$ cat config.mk
export PLATFORM = sky130hd
export DESIGN_NAME = frsp_ctrl
export DESIGN_NICKNAME = d
export VERILOG_FILES = /design/src/frsp_pkg.sv /design/src/frsp_ctrl.sv /design/src/frsp_op_timer.sv
export VERILOG_INCLUDE_DIRS = /design/src
export SDC_FILE = /design/constraint.sdc
export NUM_CORES = 1
export LEC_CHECK = 0
export BUFFER_PORTS_ARGS = -buffer_cell sky130_fd_sc_hd__buf_2
export CORE_MARGIN = 2
export CORE_UTILIZATION = 40
export CTS_CLUSTER_SIZE = 25
export DETAILED_ROUTE_END_ITERATION = 7
export GPL_ROUTABILITY_DRIVEN = 0
export PLACE_DENSITY = 0.61
export REMOVE_ABC_BUFFERS = 1
export SLEW_MARGIN = 20
export SYNTH_ARGS = -nofsm -noshare
export SYNTH_HDL_FRONTEND = slang
export SYNTH_SLANG_ARGS = --single-unit
$ cat constraint.sdc
create_clock -name mclk -period 2 [get_ports mclk]
set_input_delay 0.2 -clock mclk [delete_from_list [all_inputs] [get_ports mclk]]
set_output_delay 0.2 -clock mclk [all_outputs]
set_load 0.02 [all_outputs]
$ cat src/frsp_defines.svh
// offsets, field positions, reset values and timing counts of the row self-programmer
`ifndef FRSP_DEFINES_SVH
`define FRSP_DEFINES_SVH

// =====================================================================
// register addresses
`define FRSP_ADDR_CONTROL   16'h0760
`define FRSP_ADDR_ADR_LOW   16'h0762
`define FRSP_ADDR_ADR_UPPER 16'h0764
`define FRSP_ADDR_KEY       16'h0766

// =====================================================================
// control register fields
`define FRSP_BIT_START      15
`define FRSP_BIT_WRITE_ENABLE_BIT       14
`define FRSP_BIT_WRITE_ERROR_BIT      13
`define FRSP_BIT_WRITE_INTERRUPT_SELECT       8
`define FRSP_OPSEL_MSB      6
`define FRSP_CONTROL_RESET  16'h0000
`define FRSP_ADR_RESET      16'h0000

// =====================================================================
// unlock key values
`define FRSP_KEY_FIRST      8'h55
`define FRSP_KEY_SECOND     8'hAA

// =====================================================================
// flash geometry: 32 instructions a row, 128 rows a panel
`define FRSP_ROW_WORDS      32
`define FRSP_ROW_SHIFT      6
`define FRSP_PANEL_SHIFT    13

// =====================================================================
// timing: nominal operation time against a 40 ns clock
`define FRSP_OP_TIME_NS     2000000
`define FRSP_CLK_PERIOD_NS  40
`define FRSP_OP_CYCLES      (`FRSP_OP_TIME_NS / `FRSP_CLK_PERIOD_NS)
`define FRSP_TBL_CYCLES     2

`endif

$ cat src/frsp_pkg.sv
// types shared by the row self-programmer
package frsp_pkg;

  // =====================================================================
  // unlock sequence states
  typedef enum logic [1:0] {
    FRSP_LOCKED,
    FRSP_GOT_FIRST,
    FRSP_ARMED
  } frsp_unlock_e;

  // =====================================================================
  // register access from the core
  typedef struct packed {
    logic        wr;     // write strobe
    logic        rd;     // read strobe
    logic [15:0] addr;   // register address
    logic [15:0] wdata;  // write data
  } frsp_reg_req_s;

  // table instruction from the core
  typedef struct packed {
    logic        valid;      // one-cycle request
    logic        write;      // 1 write, 0 read
    logic        high;       // high part (bits 23:16)
    logic        byte_mode;  // byte access
    logic [7:0]  page;       // table page register bits 7:0
    logic [15:0] ea;         // effective address
    logic [15:0] wdata;      // write data
  } frsp_tbl_req_s;

endpackage

$ cat src/frsp_ctrl.sv
// row self-programming controller: registers, unlock, write latches, operation sequencing
// Functional notes
// - erase or program one 32-instruction row
// - panels of 128 rows, 4K instructions
// - 32 latches indexed by EA bits 5:1
// - low table ops reach bits 15:0
// - high table ops reach bits 23:16
// - address is page byte above EA
// - latch writes finish in two cycles
// - low address captures EA 15:0
// - upper address captures the table page byte
// - software may write address registers directly
// - key 0x55 then 0xAA unlocks start
// - start bit 15 cleared by hardware
// - operation lasts 2 ms, core stalls
// - software can set start, never clear
// - start needs write enable set earlier
// - reset abort sets error, address kept
// - completion sets flag, software clears it
`timescale 1ns/1ps
`include "frsp_defines.svh"

module frsp_ctrl #(
  parameter int OP_CYCLES = `FRSP_OP_CYCLES
) (
  input  wire logic                    mclk,
  input  wire logic                    reset,
  input  wire frsp_pkg::frsp_reg_req_s reg_req,
  output logic [15:0]                  reg_rdata,
  input  wire frsp_pkg::frsp_tbl_req_s tbl_req,
  output logic [15:0]                  tbl_rdata,
  output logic                         tbl_done,
  output logic [23:0]                  flash_rd_addr,
  input  wire logic [23:0]             flash_rd_data,
  output logic                         flash_op_start,
  output logic [6:0]                   flash_op_select,
  output logic [23:0]                  flash_row_addr,
  output logic [6:0]                   flash_panel,
  input  wire logic [4:0]              latch_rd_idx,
  output logic [23:0]                  latch_rd_data,
  output logic                         cpu_stall,
  input  wire logic                    abort_reset_in,
  output logic                         op_complete_flag,
  input  wire logic                    flag_clear
);
  import frsp_pkg::*;

  // =====================================================================
  // functions
  // place a 16-bit part into, or take it from, a 24-bit program word
  function automatic logic [23:0] frsp_merge(input logic [23:0] old, input logic [15:0] d,
                                              input logic hi, input logic bm, input logic odd);
    logic [23:0] w;
    w = old;
    if (hi) begin
      if (!bm || !odd) w[23:16] = d[7:0];
    end else if (!bm) begin
      w[15:0] = d;
    end else if (odd) begin
      w[15:8] = d[7:0];
    end else begin
      w[7:0] = d[7:0];
    end
    return w;
  endfunction
  function automatic logic [15:0] frsp_part(input logic [23:0] w, input logic hi,
                                             input logic bm, input logic odd);
    if (hi) return (bm && odd) ? 16'h0000 : {8'h00, w[23:16]};
    if (!bm) return w[15:0];
    return odd ? {8'h00, w[15:8]} : {8'h00, w[7:0]};
  endfunction

  // =====================================================================
  // state
  logic               start_bit, next_start_bit;     // operation running
  logic               write_enable_bit, next_write_enable_bit;               // write enable
  logic               write_error_bit, next_write_error_bit;             // aborted operation
  logic               write_interrupt_select, next_write_interrupt_select;               // write interrupt select
  logic [6:0]         opsel, next_opsel;             // operation select field
  logic [15:0]        adr_lo, next_adr_lo;           // address low
  logic [7:0]         adr_up, next_adr_up;           // address upper
  frsp_unlock_e       ustate, next_ustate;           // unlock progress
  logic [15:0]        next_reg_rdata;
  logic               next_flag, next_op_start, next_stall;
  logic               tbl_p1;                        // table pipeline stage
  frsp_tbl_req_s      tbl_q;                         // held table request
  logic [23:0]        latch [`FRSP_ROW_WORDS];       // row write latches
  logic               abort_s1, abort_s2;            // abort synchroniser
  logic               op_done;                       // timer end pulse
  logic               abort_hit;                     // abort during operation
  logic               start_req;                     // accepted start

  // =====================================================================
  // abort pin synchroniser
  always_ff @(posedge mclk) begin
    if (reset) begin
      abort_s1 <= 1'b0;
      abort_s2 <= 1'b0;
    end else begin
      abort_s1 <= abort_reset_in;
      abort_s2 <= abort_s1;
    end
  end
  assign abort_hit = abort_s2 && start_bit;
  // duration counter
  frsp_op_timer #(.CYCLES(OP_CYCLES)) u_timer (
    .mclk   (mclk),
    .reset  (reset),
    .start  (start_req),
    .cancel (abort_hit),
    .done   (op_done)
  );
  // =====================================================================
  // register file and unlock sequence
  always_comb begin
    next_start_bit = start_bit;
    next_write_enable_bit      = write_enable_bit;
    next_write_error_bit     = write_error_bit;
    next_write_interrupt_select      = write_interrupt_select;
    next_opsel     = opsel;
    next_adr_lo    = adr_lo;
    next_adr_up    = adr_up;
    next_ustate    = ustate;
    next_reg_rdata = 16'h0000;
    start_req      = 1'b0;
    // any register access leaves an unfinished unlock behind
    if (reg_req.wr || reg_req.rd) next_ustate = FRSP_LOCKED;
    if (reg_req.rd) begin
      unique case (reg_req.addr)
        `FRSP_ADDR_CONTROL:   next_reg_rdata = {start_bit, write_enable_bit, write_error_bit, 4'h0, write_interrupt_select, 1'b0, opsel};
        `FRSP_ADDR_ADR_LOW:   next_reg_rdata = adr_lo;
        `FRSP_ADDR_ADR_UPPER: next_reg_rdata = {8'h00, adr_up};
        default:              next_reg_rdata = 16'h0000;  // key reads as zero
      endcase
    end
    if (reg_req.wr && !start_bit) begin
      unique case (reg_req.addr)
        `FRSP_ADDR_CONTROL: begin
          next_write_enable_bit  = reg_req.wdata[`FRSP_BIT_WRITE_ENABLE_BIT];
          next_write_error_bit = reg_req.wdata[`FRSP_BIT_WRITE_ERROR_BIT];
          next_write_interrupt_select  = reg_req.wdata[`FRSP_BIT_WRITE_INTERRUPT_SELECT];
          next_opsel = reg_req.wdata[`FRSP_OPSEL_MSB:0];
          // start only when armed and write enable was set before
          if (reg_req.wdata[`FRSP_BIT_START] && ustate == FRSP_ARMED && write_enable_bit) begin
            next_start_bit = 1'b1;
            start_req      = 1'b1;
          end
        end
        `FRSP_ADDR_ADR_LOW:   next_adr_lo = reg_req.wdata;
        `FRSP_ADDR_ADR_UPPER: next_adr_up = reg_req.wdata[7:0];
        `FRSP_ADDR_KEY: begin
          if (reg_req.wdata[7:0] == `FRSP_KEY_FIRST) begin
            next_ustate = FRSP_GOT_FIRST;
          end else if (reg_req.wdata[7:0] == `FRSP_KEY_SECOND && ustate == FRSP_GOT_FIRST) begin
            next_ustate = FRSP_ARMED;
          end
        end
        default: ;
      endcase
    end
    // a table instruction refreshes the address registers
    if (tbl_req.valid && !start_bit) begin
      next_adr_lo = tbl_req.ea;
      next_adr_up = tbl_req.page;
    end
    // hardware end of operation: success or abort
    if (op_done || abort_hit) next_start_bit = 1'b0;
    if (abort_hit) next_write_error_bit = 1'b1;
  end
  always_ff @(posedge mclk) begin
    if (reset) begin
      start_bit <= 1'b0;
      write_enable_bit      <= 1'b0;
      write_error_bit     <= 1'b0;
      write_interrupt_select      <= 1'b0;
      opsel     <= 7'h00;
      adr_lo    <= `FRSP_ADR_RESET;
      adr_up    <= 8'h00;
      ustate    <= FRSP_LOCKED;
      reg_rdata <= 16'h0000;
    end else begin
      start_bit <= next_start_bit;
      write_enable_bit      <= next_write_enable_bit;
      write_error_bit     <= next_write_error_bit;
      write_interrupt_select      <= next_write_interrupt_select;
      opsel     <= next_opsel;
      adr_lo    <= next_adr_lo;
      adr_up    <= next_adr_up;
      ustate    <= next_ustate;
      reg_rdata <= next_reg_rdata;
    end
  end

  // =====================================================================
  // operation outputs, stall and completion flag
  always_comb begin
    next_op_start = start_req;
    next_stall    = next_start_bit;
    // set wins over a clear in the same cycle
    next_flag     = op_done || (op_complete_flag && !flag_clear);
  end

  always_ff @(posedge mclk) begin
    if (reset) begin
      flash_op_start   <= 1'b0;
      flash_op_select  <= 7'h00;
      flash_row_addr   <= 24'h000000;
      flash_panel      <= 7'h00;
      cpu_stall        <= 1'b0;
      op_complete_flag <= 1'b0;
    end else begin
      flash_op_start   <= next_op_start;
      cpu_stall        <= next_stall;
      op_complete_flag <= next_flag;
      if (start_req) begin
        flash_op_select <= next_opsel;
        // row aligned on 32 instructions, panel of 128 rows
        flash_row_addr  <= {adr_up, adr_lo[15:`FRSP_ROW_SHIFT], 6'h00};
        // panel number is program address bits 19:13, 4K instructions each
        flash_panel     <= {adr_up[3:0], adr_lo[15:`FRSP_PANEL_SHIFT]};
      end
    end
  end

  // =====================================================================
  // table instructions: two-cycle pipeline to the latches or the array
  always_ff @(posedge mclk) begin
    if (reset) begin
      tbl_p1        <= 1'b0;
      tbl_q         <= '0;
      tbl_done      <= 1'b0;
      tbl_rdata     <= 16'h0000;
      flash_rd_addr <= 24'h000000;
      latch_rd_data <= 24'h000000;
    end else begin
      tbl_p1        <= tbl_req.valid && !start_bit;
      tbl_done      <= tbl_p1;
      latch_rd_data <= latch[latch_rd_idx];  // latch readout toward the array side
      if (tbl_req.valid && !start_bit) begin
        tbl_q         <= tbl_req;
        flash_rd_addr <= {tbl_req.page, tbl_req.ea};
      end
      if (tbl_p1 && !tbl_q.write) begin
        tbl_rdata <= frsp_part(flash_rd_data, tbl_q.high, tbl_q.byte_mode, tbl_q.ea[0]);
      end
    end
  end

  // latch index from the instruction offset in the row
  always_ff @(posedge mclk) begin
    if (tbl_p1 && tbl_q.write) begin
      latch[tbl_q.ea[5:1]] <= frsp_merge(latch[tbl_q.ea[5:1]], tbl_q.wdata, tbl_q.high,
                                         tbl_q.byte_mode, tbl_q.ea[0]);
    end
  end
endmodule

$ cat src/frsp_op_timer.sv
// operation duration counter of the row self-programmer
`timescale 1ns/1ps
`include "frsp_defines.svh"

module frsp_op_timer #(
  parameter int CYCLES = `FRSP_OP_CYCLES
) (
  input  wire logic mclk,
  input  wire logic reset,
  input  wire logic start,
  input  wire logic cancel,
  output logic      done
);
  import frsp_pkg::*;

  localparam int CW = $clog2(CYCLES + 1);

  logic [CW-1:0] count;       // cycles still to run
  logic [CW-1:0] next_count;
  logic          next_done;

  // =====================================================================
  // count down, pulse done on the last cycle
  always_comb begin
    next_count = count;
    next_done  = 1'b0;
    if (cancel) begin
      next_count = '0;
    end else if (start) begin
      next_count = CW'(CYCLES);
    end else if (count != '0) begin
      next_count = count - 1'b1;
      next_done  = (count == CW'(1));
    end
  end

  // register
  always_ff @(posedge mclk) begin
    if (reset) begin
      count <= '0;
      done  <= 1'b0;
    end else begin
      count <= next_count;
      done  <= next_done;
    end
  end

endmodule

==> impl_metrics.toml <==
[cts]
numClockSinks = 952
clk_latency_ns = 0.67
clk_path_buf_depth = 3
htreeDepth = 3
cts_buffers = 100
cts_tree = "yes"
clk_pin_slew_worst_paths_ns = 0.06
clockRootBuffer = "clkbuf_16"

[synth]
synthArstFlopShare = 0
synth_edf_count = 768
syn_inst = 2315
synth_cell_types = 63
synthesis.area_um2 = 37080
yosys_warnings = 0
syn_avg_cell_area_um2 = 16.02
synth_seq_cells = 952
synth_flop_cell = "edfxtp_1"
synth_seq_area_share = 0.7212

[grt]
grt_start_max_net_pins = 90
grt-ovfl-total = 0
grt_pass1_wl_um = 142500
grtUsageTotal = 0.1981
antenna_found_initial = 7
first_global_vias = 22810

[worst_setup_path]
path_max_fanout = 4
start_kind = "flop"
r2r_start = "u_timer.count[10]$_SDFFE_PP0P_"
path_class = "reg2reg"
r2r-end = "u_timer.count[15]$_SDFFE_PP0P_"
crit_required_ns = 2.57
crit_arrival_ns = 2.49
critPathCaptureType = "flop"
worstRegToRegCells = 4
r2r_slack_ns = 0.09

[floorplan]
dieHeight_um = 308.5
dieArea_um2 = 95160
dieWidth_um = 308.5
row_count = 111
initial_core_util = 0.4040
core_um2 = 91800
io_pins = 233

[worst_hold_path]
worstHoldPathCells = 4
hold_end = "tbl_rdata[5]$_SDFFE_PP0P_"
hold_start = "flash_rd_data[5]"
holdCritPathClass = "in2reg"

[finish]
syn2layout_area_growth_pct = 21.83
drive_gt1_frac = 0.2711
fin_cells = 4104
final_core_util = 0.4921
nNetsFinal = 2885

[routing]
vias_per_cell = 5.447
wire_per_inst_um = 23.05
route.detailed.drc = 0
drtIter0Drc = 2100
vias = 22350
drtPass1Iterations = 5
antenna_left = 0
wl_um = 94580

[sta]
rsz0062_at_grt = "yes"
hold_viol_final = 0
fin_crit_sh = 0.9573
max_slew_margin = 0.5081
fmax_ghz = 0.5223
drv_slew = 0
setup_violations = 0
finalCriticalPeriod_ns = 1.915
finalWorstSetupSlack_ns = 0.08544
finClkSkew_ns = 0.04140
worst_pin_slew_ns = 0.7378
whs_ns = 0.06493

[place]
portBuffers = 226
post-place-cells = 3826
post-place-ws_ns = -0.06353
dp_hpwl_um = 64200

[status]
status = "completed"

[pwr]
irDropWorstVdd_mv = 0.7378
p_leak_nw = 16.47
total_power_mw = 43.09
power_density_nw_per_um2 = 953.8

[flow_run]
drv_cap = 0
worst max-delay path by stage:
stage | cells after the start | slack (ns) | start | endpoint
2_1_floorplan | 3 | -1.86 | cpu_stall$_SDFFE_PP0P_ | adr_up[0]$_SDFFE_PP0P_
3_3_place_gp | 5 | -0.10 | flash_rd_addr[5]$_SDFFE_PP0P_ | latch[19][20]$_DFFE_PP_
3_5_place_dp | 5 | -0.06 | flash_rd_addr[5]$_SDFFE_PP0P_ | latch[19][19]$_DFFE_PP_
4_1_cts | 6 | 0.03 | tbl_q[40]$_SDFFE_PP0P_ | tbl_rdata[3]$_SDFFE_PP0P_
5_1_grt | 7 | -0.03 | u_timer.count[1]$_SDFFE_PP0P_ | u_timer.count[10]$_SDFFE_PP0P_
6_report | 4 | 0.09 | u_timer.count[10]$_SDFFE_PP0P_ | u_timer.count[15]$_SDFFE_PP0P_
synth_stat cells (8+ instances only):
| cell | count | area share |
|---|---|---|
| a211oi_1 | 23 | 0.0047 |
| a21oi_1 | 115 | 0.016 |
| a221oi_1 | 18 | 0.0043 |
| a22oi_1 | 45 | 0.0091 |
| a31oi_1 | 8 | 0.0013 |
| buf_1 | 13 | 0.0013 |
| buf_2 | 37 | 0.0050 |
| buf_4 | 35 | 0.0071 |
| clkbuf_1 | 90 | 0.0091 |
| dfxtp_1 | 184 | 0.099 |
| edfxtp_1 | 768 | 0.62 |
| mux2_2 | 8 | 0.0024 |
| mux2i_1 | 139 | 0.038 |
| mux4_2 | 132 | 0.080 |
| nand2_1 | 137 | 0.014 |
| nand2b_1 | 9 | 0.0015 |
| nand3_1 | 45 | 0.0061 |
| nor2_1 | 170 | 0.017 |
| nor2b_1 | 13 | 0.0022 |
| nor3_1 | 50 | 0.0067 |
| nor4_1 | 41 | 0.0069 |
| o211a_1 | 8 | 0.0022 |
| o211ai_1 | 19 | 0.0038 |
| o21ai_0 | 41 | 0.0055 |
| o21bai_1 | 14 | 0.0028 |
| o22a_1 | 18 | 0.0043 |
| o22ai_1 | 24 | 0.0040 |
| or4_1 | 12 | 0.0024 |
kinds of logic after synthesis:
| group | synth area share |
|---|---|
| other | 0.0001011 |
| muxes | 0.1201 |
| adders and majority gates | 0.001012 |
| DFF | 0.7212 |
| AOI/OAI and AO/OA | 0.06306 |
| and+or+nand+nor | 0.06967 |
| buffers and inverters | 0.02483 |
registers in the layout (all words and copies together), names as in the netlist, 2 cells and up:
| register | flops |
|---|---|
| flash_op_select | 7 |
| opsel | 7 |
| tbl_rdata | 16 |
| tbl_q | 19 |
| adr_lo | 16 |
| adr_up | 8 |
| reg_rdata | 16 |
| flash_row_addr | 12 |
| flash_panel | 6 |
| flash_rd_addr | 24 |
| ustate | 2 |
| u_timer.count | 16 |
| latch | 768 |
| latch_rd_data | 24 |
routing by layer:
metal	vias up	GRT usage	share of wire
li1	9986	-	-
met1	11440	0.2661	0.42
met2	786	0.3277	0.49
met3	138	0.04391	0.070
met4	4	0.04855	0.021
met5	-	0	0.00034
timing repair:
action	in CTS	in global routing
hold buffers	85	0
setup endpoints to repair	81	197
endpoints found under the hold margin	105	0
pin swaps	3	1
buffers inserted	1	0
gates resized for setup	2	12
critical path, cell delays in order, from the launching register on:
cell	delay [ns]
dfxtp_1	0.34
or3_1	0.41
or4_1	0.43
or4_1	0.51
a31oi_1	0.16
power breakdown:
part / switching, mW / internal (mW) / total, mW
Clock: 7.68 / 11.3 / 19.0
Sequential: 0.141 / 21.6 / 21.7
Combinational: 1.44 / 0.964 / 2.41
Total: 9.27 / 33.8 / 43.1
stage by stage:
step / instance area [um^2] / setup TNS, ns
final: 45180 / 0
after global placement: 40860 / -3.815
after floorplan: 36200 / -534.31
after CTS: 45120 / 0
after global routing: 45170 / -0.05175
after detailed placement: 40860 / -2.195
layout make-up:
type	count	area, um^2
fill	7610	46620
multi-input combinational	1181	9504
clock inverter	54	685.7
antenna	6	15.01
sequential	952	26760
timing repair buffer	532	3925
tap	1243	1555
clock buffer	132	2715
inverter	4	15.01
placed cells by master (no fill, tap or decap), types with 48 or more instances in the layout:
| cell | synthesis | final |
|---|---|---|
| nor2_1 | 170 | 170 |
| dfxtp_1 | 184 | 170 |
| buf_4 | 35 | 201 |
| buf_2 | 37 | 223 |
| nor3_1 | 50 | 48 |
| dlygate4sd3_1 | 0 | 85 |
| mux4_2 | 132 | 132 |
| edfxtp_1 | 768 | 768 |
| mux2i_1 | 139 | 139 |
| a21oi_1 | 115 | 115 |
| nand2_1 | 137 | 137 |
| clkbuf_16 | 0 | 102 |
Power figures use the tool's default switching activity.
